## src/design/audio_regs_map.svh

```systemverilog
`ifndef AUDIO_REGS_MAP_SVH
`define AUDIO_REGS_MAP_SVH

// Sub-addresses of the single-byte registers.
`define SUB_SAMPLE_CLOCK_CONFIG  8'h00
`define SUB_DEVICE_STATUS        8'h01
`define SUB_FAULT_FLAGS          8'h02

// Sub-addresses of the four-byte words and of the append port.
`define SUB_MASTER_GAIN          8'hD9
`define SUB_BASS_SET_SELECT      8'hDA
`define SUB_BASS_LEVEL           8'hDB
`define SUB_TREBLE_SET_SELECT    8'hDC
`define SUB_TREBLE_LEVEL         8'hDD
`define SUB_AM_SETUP             8'hDE
`define SUB_SUPPLY_COMP_RANGE    8'hDF
`define SUB_GLOBAL_CONFIG        8'hE0
`define SUB_BURST_APPEND         8'hFE
`define WORD_FIRST               8'hD9
`define WORD_LAST                8'hE0
`define WORD_COUNT               8

// Clock configuration fields.
`define CLK_RATE_MSB             7
`define CLK_RATE_LSB             5
`define CLK_RATIO_MSB            4
`define CLK_RATIO_LSB            2
`define CLK_VALID_BIT            0
`define CLK_RATIO_RESERVED       3'h7
`define CLK_RATE_RESET           3'h3
`define CLK_RATIO_RESET          3'h3

// Device status fields.
`define STAT_CLIP_BIT            7
`define STAT_BUSY_BIT            6
`define STAT_ID_MSB              5

// Fault flag field: five flags in bits 7 down to 3.
`define FAULT_MSB                7
`define FAULT_LSB                3

// Word reset values, indexed from the first word.
`define RST_MASTER_GAIN          32'h0000_0000
`define RST_BASS_SET_SELECT      32'h0000_0003
`define RST_BASS_LEVEL           32'h0000_0012
`define RST_TREBLE_SET_SELECT    32'h0000_0003
`define RST_TREBLE_LEVEL         32'h0000_0012
`define RST_AM_SETUP             32'h0000_0000
`define RST_SUPPLY_COMP_RANGE    32'h0000_0000
`define RST_GLOBAL_CONFIG        32'h0000_0000

// Field positions inside the words.
`define AM_ENABLE_BIT            20
`define AM_SEQ_MSB               19
`define AM_SEQ_LSB               18
`define AM_IF_SEL_BIT            17
`define AM_USE_BINARY_BIT        16
`define GCFG_SIX_CHANNEL_BIT     1
`define GCFG_COMP_ENABLE_BIT     0

`endif

```

## src/design/audio_regs_pkg.sv

```systemverilog
package audio_regs_pkg;

    // One register access from the serial-control engine.
    typedef struct packed {
        logic       wr;
        logic       rd;
        logic [7:0] subaddr;
        logic [1:0] byte_idx;
        logic [7:0] wdata;
    } reg_req_t;

    // Event and level inputs from the audio path and clock logic.
    typedef struct packed {
        logic       clock_ok;
        logic       clip_event;
        logic       bank_busy;
        logic [4:0] fault_event;
    } hw_status_t;

    // Complete state of the register bank.
    typedef struct packed {
        logic [2:0]        clk_rate;
        logic [2:0]        clk_ratio;
        logic              clip_seen;
        logic [4:0]        faults;
        logic [7:0][31:0]  words;
        logic [7:0]        rd_data;
        logic              rd_valid;
    } state_t;

endpackage

```

## src/design/audio_pwm_control_status_regs.sv

```systemverilog
`timescale 1ns/1ps
`include "audio_regs_map.svh"

module audio_pwm_control_status_regs #(
    parameter logic [5:0] PART_ID = 6'h2A  // Arbitrary identification value.
) (
    // Clock and reset.
    input  wire logic                       clk_sys,
    input  wire logic                       srst,
    // Register access from the serial-control engine.
    input  wire audio_regs_pkg::reg_req_t   req,
    output logic [7:0]                      rd_data,
    output logic                            rd_valid,
    // Hardware status inputs.
    input  wire audio_regs_pkg::hw_status_t hw,
    // Decoded clock configuration.
    output logic [17:0]                     sample_rate_hz,
    output logic [9:0]                      mclk_ratio,
    output logic                            clock_config_valid,
    // Tone, AM and general configuration.
    output logic [31:0]                     master_gain,
    output logic [31:0]                     bass_set_select,
    output logic [31:0]                     bass_level,
    output logic [31:0]                     treble_set_select,
    output logic [31:0]                     treble_level,
    output logic                            am_enable,
    output logic [1:0]                      am_sequence,
    output logic                            am_if_select,
    output logic                            am_use_binary_tuning,
    output logic [31:0]                     supply_comp_range,
    output logic                            six_channel_mode,
    output logic                            supply_volume_compensation_en
);

    audio_regs_pkg::state_t state;
    audio_regs_pkg::state_t next_state;

    logic                   ratio_ok;
    logic                   in_words;
    logic [2:0]             word_idx;
    logic [1:0]             lane;
    logic [7:0]             word_offset;

    // Address helpers for the four-byte words; byte 0 is the most significant.
    assign word_offset = req.subaddr - `WORD_FIRST;
    assign in_words    = (req.subaddr >= `WORD_FIRST) && (req.subaddr <= `WORD_LAST);
    assign word_idx    = word_offset[2:0];
    assign lane        = 2'h3 - req.byte_idx;

    // The ratio code 111 is reserved and makes the configuration invalid.
    assign ratio_ok           = (state.clk_ratio != `CLK_RATIO_RESERVED);
    assign clock_config_valid = ratio_ok && hw.clock_ok;

    // Sample rate decode from the stored rate code.
    always_comb
    begin
        case (state.clk_rate)
            3'h0:    sample_rate_hz = 18'd32000;
            3'h1:    sample_rate_hz = 18'd38000;
            3'h2:    sample_rate_hz = 18'd44100;
            3'h3:    sample_rate_hz = 18'd48000;
            3'h4:    sample_rate_hz = 18'd88200;
            3'h5:    sample_rate_hz = 18'd96000;
            3'h6:    sample_rate_hz = 18'd176400;
            default: sample_rate_hz = 18'd192000;
        endcase
    end

    // Master clock ratio decode; the reserved code yields zero.
    always_comb
    begin
        case (state.clk_ratio)
            3'h0:    mclk_ratio = 10'd64;
            3'h1:    mclk_ratio = 10'd128;
            3'h2:    mclk_ratio = 10'd192;
            3'h3:    mclk_ratio = 10'd256;
            3'h4:    mclk_ratio = 10'd384;
            3'h5:    mclk_ratio = 10'd512;
            3'h6:    mclk_ratio = 10'd768;
            default: mclk_ratio = 10'd0;
        endcase
    end

    // Next-state logic: writes, sticky flags and read data.
    always_comb
    begin
        next_state          = state;
        next_state.rd_valid = 1'b0;

        // Writes. Reserved sub-addresses and the append port leave all state alone.
        if (req.wr)
        begin
            if (req.subaddr == `SUB_SAMPLE_CLOCK_CONFIG)
            begin
                // Bit D1 is dropped and D0 is not writable.
                next_state.clk_rate  = req.wdata[`CLK_RATE_MSB:`CLK_RATE_LSB];
                next_state.clk_ratio = req.wdata[`CLK_RATIO_MSB:`CLK_RATIO_LSB];
            end
            else if (req.subaddr == `SUB_FAULT_FLAGS)
            begin
                // Writing a zero clears a flag; writing a one keeps it as it is.
                next_state.faults = state.faults & req.wdata[`FAULT_MSB:`FAULT_LSB];
            end
            else if (in_words)
            begin
                next_state.words[word_idx][lane*8 +: 8] = req.wdata;
            end
        end

        // Reads return one byte, registered, with a one-cycle valid.
        if (req.rd)
        begin
            next_state.rd_valid = 1'b1;
            next_state.rd_data  = 8'h00;
            if (req.subaddr == `SUB_SAMPLE_CLOCK_CONFIG)
            begin
                next_state.rd_data = {state.clk_rate, state.clk_ratio, 1'b0, clock_config_valid};
            end
            else if (req.subaddr == `SUB_DEVICE_STATUS)
            begin
                next_state.rd_data = {state.clip_seen, hw.bank_busy, PART_ID};
                next_state.clip_seen = 1'b0;
            end
            else if (req.subaddr == `SUB_FAULT_FLAGS)
            begin
                next_state.rd_data = {state.faults, 3'h0};
            end
            else if (in_words)
            begin
                next_state.rd_data = state.words[word_idx][lane*8 +: 8];
            end
        end

        // Hardware events win over a clear in the same cycle.
        if (hw.clip_event)
        begin
            next_state.clip_seen = 1'b1;
        end
        next_state.faults = next_state.faults | hw.fault_event;

        // Synchronous reset to documented defaults.
        if (srst)
        begin
            next_state.clk_rate  = `CLK_RATE_RESET;
            next_state.clk_ratio = `CLK_RATIO_RESET;
            next_state.clip_seen = 1'b0;
            next_state.faults    = 5'h00;
            next_state.rd_data   = 8'h00;
            next_state.rd_valid  = 1'b0;
            next_state.words[0]  = `RST_MASTER_GAIN;
            next_state.words[1]  = `RST_BASS_SET_SELECT;
            next_state.words[2]  = `RST_BASS_LEVEL;
            next_state.words[3]  = `RST_TREBLE_SET_SELECT;
            next_state.words[4]  = `RST_TREBLE_LEVEL;
            next_state.words[5]  = `RST_AM_SETUP;
            next_state.words[6]  = `RST_SUPPLY_COMP_RANGE;
            next_state.words[7]  = `RST_GLOBAL_CONFIG;
        end
    end

    // State register.
    always_ff @(posedge clk_sys)
    begin
        state <= next_state;
    end

    // Outputs straight from the stored state.
    assign rd_data                       = state.rd_data;
    assign rd_valid                      = state.rd_valid;
    assign master_gain                   = state.words[0];
    assign bass_set_select               = state.words[1];
    assign bass_level                    = state.words[2];
    assign treble_set_select             = state.words[3];
    assign treble_level                  = state.words[4];
    assign am_enable                     = state.words[5][`AM_ENABLE_BIT];
    assign am_sequence                   = state.words[5][`AM_SEQ_MSB:`AM_SEQ_LSB];
    assign am_if_select                  = state.words[5][`AM_IF_SEL_BIT];
    assign am_use_binary_tuning          = state.words[5][`AM_USE_BINARY_BIT];
    assign supply_comp_range             = state.words[6];
    assign six_channel_mode              = state.words[7][`GCFG_SIX_CHANNEL_BIT];
    assign supply_volume_compensation_en = state.words[7][`GCFG_COMP_ENABLE_BIT];

endmodule

```

## config.mk

```make
export PLATFORM = sky130hd
export DESIGN_NAME = audio_pwm_control_status_regs
export DESIGN_NICKNAME = d
export VERILOG_FILES = /design/src/design/audio_regs_pkg.sv /design/src/design/audio_pwm_control_status_regs.sv
export VERILOG_INCLUDE_DIRS = /design/src /design/src/design
export SDC_FILE = /design/constraint.sdc
export NUM_CORES = 1
export LEC_CHECK = 0
export BUFFER_PORTS_ARGS = -buffer_cell sky130_fd_sc_hd__buf_2
export CAP_MARGIN = 30
export CORE_ASPECT_RATIO = 1.1
export CORE_MARGIN = 3
export CORE_UTILIZATION = 50
export CTS_CLUSTER_SIZE = 8
export DETAILED_ROUTE_END_ITERATION = 6
export PLACE_DENSITY = 0.77
export SLEW_MARGIN = 40
export SYNTH_ARGS = -nofsm -noshare
export SYNTH_HDL_FRONTEND = slang
export SYNTH_SLANG_ARGS = --single-unit
```

## constraint.sdc

```tcl
create_clock -name clk_sys -period 5.1 [get_ports clk_sys]
set_input_delay 1.53 -clock clk_sys [delete_from_list [all_inputs] [get_ports clk_sys]]
set_output_delay 1.53 -clock clk_sys [all_outputs]
set_load 0.05 [all_outputs]
```

==> results of run 1 <==
[final cells by class]
type                       count  area share
antenna                        2    0.000320
sequential                   277       0.355
clock inverter                 3     0.00144
tap                          368      0.0295
clock buffer                  41      0.0656
multi-input combinational   1239       0.441
inverter                      17     0.00408
timing repair buffer         296       0.103
[synthesized netlist by cell type (all sizes together), types with 19 or more instances]
master / instances
a21oi: 271
and2: 37
buf: 238
clkbuf: 130
dfxtp: 277
mux2i: 23
mux4: 19
nand2: 325
nand3: 20
nor2: 72
o21ai: 262
o221ai: 24
[worst register-to-register path, cell delays in order (launching register included)]
cell and delay [ns]:
dfxtp_1 0.40, a22o_1 0.23, a31oi_1 0.34, nand2_1 0.18, a211oi_1 0.48, nor3_1 0.12
[power breakdown]
| part | switching [µW] | internal, µW |
|---|---|---|
| combinational | 378 | 119 |
| clock | 920 | 1410 |
| sequential | 5.24 | 2170 |
| total | 1300 | 3700 |
[kinds of logic (layout without fill, tap and decap cells)]
| kind of cell | after synthesis | count (layout) |
|---|---|---|
| and+or+nand+nor | 513 | 513 |
| other | 1 | 10 |
| AOI/OAI and AO/OA | 652 | 652 |
| muxes | 53 | 53 |
| DFF | 277 | 277 |
| buffers and inverters | 385 | 357 |
| xor gates and xnor gates | 4 | 4 |
| adders and majority gates | 9 | 9 |
[how the worst max path moves through the flow]
stage                  from          to  depth (start not counted)
floorplan           req[10]  rd_data[4]                         13
global placement    req[10]        flop                         11
detailed placement  req[10]        flop                         10
CTS                 req[10]        flop                         10
global route        req[10]        flop                         11
finish              req[10]        flop                         11
[metrics by stage]
stage / cells / total power [µW] / hold slack (ns) / setup WS [ns] / cell area (µm²)
final: 2243 / 5000 / 0.476 / 0.810 / 15600
after global routing: 2241 / 5110 / 0.489 / 0.665 / 15600
after CTS: 2241 / 4970 / 0.474 / 0.985 / 15600
after detailed placement: 2197 / 2690 / 0.466 / 0.493 / 14600
after global placement: 2197 / 2690 / 0.457 / 0.581 / 14600
after floorplan: 1901 / 2530 / 0.449 / 0.825 / 14700
[metal layers]
layer | share of wire | track usage | vias to the layer above
met3 | 0.13 | 0.0756 | 262
li1 | - | - | 6297
met2 | 0.45 | 0.516 | 1232
met1 | 0.35 | 0.398 | 6706
met4 | 0.066 | 0.172 | 4
met5 | 0.00053 | 0 | -
==> results.tsv, run 1 <==
metric	value	unit
status	completed	
htree depth	2	
most frequent cells in the layout	325 x nand2_1, 277 x dfxtp_1, 271 x a21oi_1	
clk_lat worst skew	0.53	ns
clock skew	0.0150	ns
Overflow after GRT	0	
antenna viol nets, final	0	
Row Count	65	
Clock Path Buffers	3	
initial antenna violation count	2	
Final Util	0.543	
share of cells above drive strength 1	0.211	
Critical Path, Cell by Cell	buf_2, inv_1, buf_4, ha_1, nand2_1, o32ai_4, nand4_2, buf_4, nor2_1, nand2_1, a21oi_1	
Synth Area in Adders	0.00767	
Max Cap Viol	0	
top-area cell type share of the netlist area	0.378	
I/O pin count	267	
synth unique cells	66	
min Tclk post-route	4.29	ns
GRT Resource Usage Total	0.320	
top cells by area, synth	dfxtp_1 38%, buf_4 11%, a21oi_1 9.2%	
Hold Buf Count CTS	0	
total negative slack	0	ns
Area Growth Syn to Fin	6.48	%
sequential fraction of the synthesis area	0.378	
DP Wirelength	36300	µm
Placer Congestion	0.944	
max_slew headroom	0.414	
vias in the first global route	13391	
Clock Tree Root	clkbuf_16	
most common cell after layout, fill and taps aside	nand2_1	
RSZ-0062 raised after global routing	no	
Top delay family on crit path	simple AND/OR/NAND/NOR gates	
r2r setup slk	3.21	ns
crit-path max FO	53	
Top FF cell, synth	dfxtp_1	
WS Path Type	in2reg	
Final Max Slew Viols	0	
RR Endpoint	rd_data[4]	
Worst path slowest cell	nor2_1	
final hold violations	0	
Required @ worst endpoint	5.54	ns
Worst Path Buf+Inv	4	
max frequency	0.233	GHz
Post-route DRC	0	
CTS sink cnt	277	
Syn Area/Cell	7.75	µm²
CTS tree	built	
complex-gate fraction of the synthesized area	0.249	
PD cells	320	nW/µm²
crit end category	flop	
Largest stage delay, worst path	0.54	ns
endpoints failing setup	0	
die height	186	µm
1st-pass router iterations	6	
simple-gate share of the synthesized area	0.153	
main combinational cell family by area after synthesis	compound AO/OA/AOI/OAI gates	
drt wl/cell	23.8	µm
post-synth top area cell	dfxtp_1	
maximum vdd drop	0.204	mV
cts repair resizes	0	
total setup buffers inserted after CTS	0	
via count	14501	
reg2reg path depth	5	
sequential cell area	5550	µm²
post-synthesis mux area share	0.0533	
Core ar.	28800	µm²
Syn Inst Count	1894	
crit path DAT	4.73	ns
largest net degree at the start of global routing	167	
synthesized area	14700	µm²
Layout Nets	1910	
CTS clock-pin slew for the worst setup and hold paths	0.05	ns
die span in x	169	µm
cts bufs inserted	40	
Leak	0.00591	µW
fill cell total of the finished layout	2652	
Yosys reg bits	277	
die area	31500	µm²
first-pass GRT wire length	78900	µm
ys async rst share	0	
xor/xnor cell area share of the yosys netlist	0.00290	
Worst Setup Start Kind	primary input	
PortBufs	258	
Starting Density	0.510	
Total Wirelength	53300	µm
area of the multi-input gates	6900	µm²
hold path cells	2	
vias per cell	6.47	
worst-margin pin slew	0.877	ns
fin crit share	0.841	
Hold Crit Class	reg2reg	
DR iter-0 viols	2347	
r2r startpoint	state[273]	
Yosys warnings	0	
number of synthesized flops with an enable pin	0	
(Power assumes the default switching activity.)
==> inputs of run 2 (changes only) <==
--- a/config.mk
+++ b/config.mk
@@ -6,6 +6,7 @@
 export SDC_FILE = /design/constraint.sdc
 export NUM_CORES = 1
 export LEC_CHECK = 0
+export ABC_AREA = 1
 export BUFFER_PORTS_ARGS = -buffer_cell sky130_fd_sc_hd__buf_2
 export CAP_MARGIN = 30
 export CORE_ASPECT_RATIO = 1.1
@@ -13,7 +14,7 @@
 export CORE_UTILIZATION = 50
 export CTS_CLUSTER_SIZE = 8
 export DETAILED_ROUTE_END_ITERATION = 6
-export PLACE_DENSITY = 0.77
+export PLACE_DENSITY = 0.79
 export SLEW_MARGIN = 40
 export SYNTH_ARGS = -nofsm -noshare
 export SYNTH_HDL_FRONTEND = slang
==> constraint.sdc (replaced) <==
create_clock -name clk_sys -period 3.6 [get_ports clk_sys]
set_input_delay 1.08 -clock clk_sys [delete_from_list [all_inputs] [get_ports clk_sys]]
set_output_delay 1.08 -clock clk_sys [all_outputs]
set_load 0.05 [all_outputs]
==> run 2 against run 1 <==
Compared with the run above: the flow now finishes with violations (design-rule violations); critical path depth did not move; worst setup slack got worse by 0.15 ns; via count rose by 4.9%; die area rose by 2.8%; core utilization rose by 1.1 points; sequential power rose by 42%; non-clock buffer count rose by 21; total power rose by 43%; largest power group unchanged; global-route usage fell by 3.3 points; routed wire length fell by 8.3%; critical path type unchanged.
==> results.tsv, run 2 <==
metric	value	unit
status	finished, violations left	
failing checks	design-rule violations	
largest net degree at the start of global routing	185	
antenna viol nets, final	0	
endpoints failing setup	0	
Total Wirelength	48900	µm
min Tclk post-route	2.94	ns
most common cell after layout, fill and taps aside	nand2_1	
die area	32300	µm²
DP Wirelength	34900	µm
GRT met3 Usage	0.0464	
Top FF cell, synth	dfxtp_1	
gr busiest metal	met2	
fin crit share	0.817	
crit-path max FO	17	
Core ar.	29600	µm²
Syn Inst Count	2312	
RSZ-0062 raised after global routing	no	
met1 GRT Util	0.383	
Commonest cells post-synth	739 x nand2_1, 282 x nor2_1, 277 x dfxtp_1, 230 x a21oi_1, 210 x buf_4	
Clock Tree Root	clkbuf_16	
top-area cell type share of the netlist area	0.367	
I/O pin count	267	
global-route track usage on met2	0.466	
htree depth	2	
Final Max Slew Viols	0	
ys async rst share	0	
Max Cap Viol	0	
sequential fraction of the synthesis area	0.367	
PortBufs	258	
Hold Buf Count CTS	0	
synthesized area	15100	µm²
Row Count	66	
total setup buffers inserted after CTS	0	
Hold Crit Class	reg2reg	
worst-margin pin slew	1.08	ns
placed cell area	15400	µm²
max_slew headroom	0.277	
fill cell total of the finished layout	2912	
share of cells above drive strength 1	0.177	
initial antenna violation count	3	
crit path DAT	3.29	ns
Final Util	0.554	
GRT Resource Usage Total	0.287	
hold path cells	2	
cts bufs inserted	40	
placed cells	2700	
reg2reg path depth	10	
vias per cell	5.54	
Non-Filler Instances	2745	
Syn Area/Cell	6.53	µm²
post-synth top area cell	dfxtp_1	
maximum vdd drop	0.257	mV
Yosys reg bits	277	
Leak	0.00757	µW
first-pass GRT wire length	74500	µm
final hold violations	0	
CTS sink cnt	277	
clock skew	0.0187	ns
via count	15211	
total negative slack	0	ns
die span in x	172	µm
Area Growth Syn to Fin	8.74	%
Worst Setup Start Kind	primary input	
Required @ worst endpoint	3.95	ns
WS Path Type	in2reg	
drt wl/cell	17.8	µm
most frequent cell after synthesis	nand2_1	
1st-pass router iterations	7	
synth unique cells	32	
max frequency	0.340	GHz
cts repair resizes	0	
vias in the first global route	13876	
CTS clock-pin slew for the worst setup and hold paths	0.05	ns
PD cells	436	nW/µm²
clk_lat worst skew	0.53	ns
Overflow after GRT	0	
Layout Nets	2407	
r2r setup slk	1.90	ns
Placer Congestion	0.980	
CTS tree	built	
design area	16400	µm²
RR Endpoint	rd_data[3]	
Clock Path Buffers	3	
Yosys warnings	0	
most frequent cells in the layout	739 x nand2_1, 282 x nor2_1, 277 x dfxtp_1	
DR iter-0 viols	1914	
top cells by area, synth	dfxtp_1 37%, nand2_1 18%, buf_4 10%	
Post-route DRC	2	
die height	188	µm
number of synthesized flops with an enable pin	0	
crit end category	flop	
Starting Density	0.510	
run 2: cell count changes in the layout (fill, tap and decap cells not counted), moves of 39 or more:
| cell | before | now |
|---|---|---|
| a21oi_1 | 271 | 230 |
| inv_1 | 14 | 129 |
| nand2_1 | 325 | 739 |
| nand3_1 | 20 | 59 |
| nor2_1 | 61 | 282 |
| o21ai_0 | 262 | 173 |
run 2: cells by family (layout without fill, tap and decap cells):
group,count (synthesis),after routing,share of synthesized area
compound gates,418,418,0.141
fa+ha+maj,9,9,0.00745
buf+inv,466,517,0.171
flops,277,277,0.367
other cells,1,9,0.000248
simple gates,1141,1141,0.313
run 2: metal layers:
layer	up-vias	wire, µm
met5	-	27
li1	7186	-
met2	863	22300
met4	4	1890
met3	156	5010
met1	7002	19700
run 2: stage by stage:
| stage | hold WS (ns) | setup WS [ns] | total power [µW] |
|---|---|---|---|
| 2_1_floorplan | 0.424 | 0.262 | 3640 |
| 3_3_place_gp | 0.434 | 0.225 | 3870 |
| 3_5_place_dp | 0.444 | 0.198 | 3880 |
| 4_1_cts | 0.451 | 0.709 | 7140 |
| 5_1_grt | 0.470 | 0.519 | 7340 |
| 6_report | 0.453 | 0.660 | 7150 |
run 2: cell type report:
cell class	count	area (µm²)	share of cell area
Antenna cell	1	2.50	0.000152
Clock buffer	41	1030	0.0625
Clock inverter	3	22.5	0.00137
Inverter	156	588	0.0358
Multi-Input combinational cell	1576	7010	0.426
Sequential cell	277	5550	0.338
Tap cell	374	468	0.0285
Timing Repair Buffer	317	1770	0.108
run 2: power by group:
part           leakage, µW  internal, µW  switching, µW
Sequential         0.00223          3080           5.48
Combinational      0.00482           192            567
Clock             0.000518          1990           1310
run 2: worst max-delay path, cell delays in order:
cell	delay (ns)
buf_2	0.11
inv_1	0.08
ha_2	0.44
inv_1	0.13
buf_4	0.22
nor2_1	0.14
nand2_1	0.27
nor3_4	0.50
inv_2	0.15
nand2_1	0.10
a21oi_1	0.06
run 2: worst max-delay path by stage:
stage	start	end	slack, ns	depth (start not counted)
global route	req[11]	flop	0.52	15
floorplan	req[10]	rd_data[7]	0.26	16
finish	req[11]	flop	0.66	11
CTS	req[11]	flop	0.71	11
detailed placement	req[11]	flop	0.20	11
global placement	req[10]	flop	0.22	7
==> inputs of run 3 (changes only) <==
--- a/config.mk
+++ b/config.mk
@@ -14,7 +14,7 @@
 export CORE_UTILIZATION = 50
 export CTS_CLUSTER_SIZE = 8
 export DETAILED_ROUTE_END_ITERATION = 6
-export PLACE_DENSITY = 0.79
+export PLACE_DENSITY = 0.77
 export SLEW_MARGIN = 40
 export SYNTH_ARGS = -nofsm -noshare
 export SYNTH_HDL_FRONTEND = slang
==> constraint.sdc (replaced) <==
create_clock -name clk_sys -period 2.75 [get_ports clk_sys]
set_input_delay 0.825 -clock clk_sys [delete_from_list [all_inputs] [get_ports clk_sys]]
set_output_delay 0.825 -clock clk_sys [all_outputs]
set_load 0.05 [all_outputs]
==> run 3 against run 2 <==
Compared with the run above: the run now ends clean; non-clock buffer count is 75 higher; critical path depth is 6 lower; largest cell class unchanged; first-iteration DRC count is 5.9% lower; routed wire length is 3.2% higher; worst setup slack worse by 0.44 ns; largest power group unchanged; core utilization is 2.8 points higher; sequential share of layout area is 1.6 points lower; cell area is 5.0% higher; highest routed layer unchanged; clock power is 30% higher; sequential cell count stayed put; cell count is 2.7% higher.
==> results.tsv, run 3 (same netlist as run 2, synthesis figures left out) <==
metric	value	unit
status	completed	
most common cell after layout, fill and taps aside	nand2_1	
crit-path max FO	6	
largest net degree at the start of global routing	185	
maximum vdd drop	0.357	mV
Row Count	66	
initial antenna violation count	1	
drt wl/cell	17.9	µm
reg2reg path depth	10	
Required @ worst endpoint	1.93	ns
I/O pin count	267	
most frequent cells in the layout	736 x nand2_1, 282 x nor2_1, 277 x dfxtp_1	
DR iter-0 viols	1801	
Non-Filler Instances	2818	
PortBufs	258	
vias in the first global route	14550	
r2r setup slk	1.12	ns
Placer Congestion	1.04	
max_slew headroom	0.419	
worst-margin pin slew	0.872	ns
Hold Buf Count CTS	0	
max frequency	0.395	GHz
WHS	0.455	ns
Clock Path Buffers	3	
CTS tree	built	
min Tclk post-route	2.53	ns
Hold Crit Class	reg2reg	
DP Wirelength	36300	µm
final hold violations	0	
CTS sink cnt	277	
antenna viol nets, final	0	
PD cells	548	nW/µm²
die height	188	µm
Clock Tree Root	clkbuf_16	
DP Worst Slack	-0.0334	ns
crit end category	output port	
clock skew	0.0106	ns
fin crit share	0.921	
cts repair resizes	0	
Core ar.	29600	µm²
Post-route DRC	0	
Final Max Slew Viols	0	
Area Growth Syn to Fin	14.2	%
placed cell area	16200	µm²
die area	32300	µm²
Worst Setup Start Kind	flop	
Leak	0.00803	µW
vias per cell	5.50	
crit path DAT	1.71	ns
RR Endpoint	rd_data[5]	
Starting Density	0.510	
clk_lat worst skew	0.51	ns
first-pass GRT wire length	78000	µm
Antenna Cells	0	
hold path cells	2	
cts bufs inserted	40	
Total Wirelength	50500	µm
die span in x	172	µm
1st-pass router iterations	6	
total setup buffers inserted after CTS	0	
GRT Resource Usage Total	0.302	
Layout Nets	2482	
endpoints failing setup	0	
CTS clock-pin slew for the worst setup and hold paths	0.05	ns
WS Path Type	reg2out	
design area	17200	µm²
Final WS setup	0.216	ns
total chip power	9450	µW
htree depth	2	
Overflow after GRT	0	
Max Cap Viol	0	
via count	15495	
placed cells	2775	
RSZ-0062 raised after global routing	no	
share of cells above drive strength 1	0.204	
-- run 3: changes by cell type in the layout (fill, tap and decap cells not counted), sizes merged --
cell,before,now
buf,317,392
clkbuf,41,43
clkinv,4,3
diode,1,0
inv,155,153
-- run 3: worst max-delay path, cell delays in order (launching register included) --
cell and delay [ns]:
dfxtp_1 0.39, inv_1 0.14, nand2_1 0.12, nor2_1 0.06
or2_2 0.27, buf_2 0.21
-- run 3: power breakdown --
group	switching, µW	total [µW]	internal [µW]
clock network	1680	4310	2630
registers	7.37	4040	4040
logic	768	1090	322
total	2460	9450	6990
-- run 3: metal layers --
layer	wire length (µm)	global-route usage	up-vias
met5	9	0	-
li1	-	-	7318
met1	19800	0.405	7034
met4	2060	0.123	2
met3	5880	0.0594	147
met2	22800	0.476	994
-- run 3: how the worst max path moves through the flow --
stage	startpoint	end	cells after the start
finish	state[276]	sample_rate_hz[6]	5
global route	state[274]	sample_rate_hz[6]	5
CTS	state[274]	sample_rate_hz[6]	5
detailed placement	req[11]	flop	16
global placement	req[11]	flop	16
floorplan	req[9]	flop	8
-- run 3: layout make-up --
type,count,area [µm²]
Clock buffer,43,1040
Fill cell,2760,12400
Inverter,156,588
Multi-Input combinational cell,1576,7020
Sequential cell,277,5550
Tap cell,374,468
Timing Repair Buffer,392,2580
-- run 3: per-stage QoR --
stage / setup TNS [ns] / utilization
6_report: 0 / 0.582
5_1_grt: 0 / 0.582
4_1_cts: 0 / 0.582
3_5_place_dp: -0.765 / 0.547
3_3_place_gp: -0.0318 / 0.547
2_1_floorplan: -0.145 / -
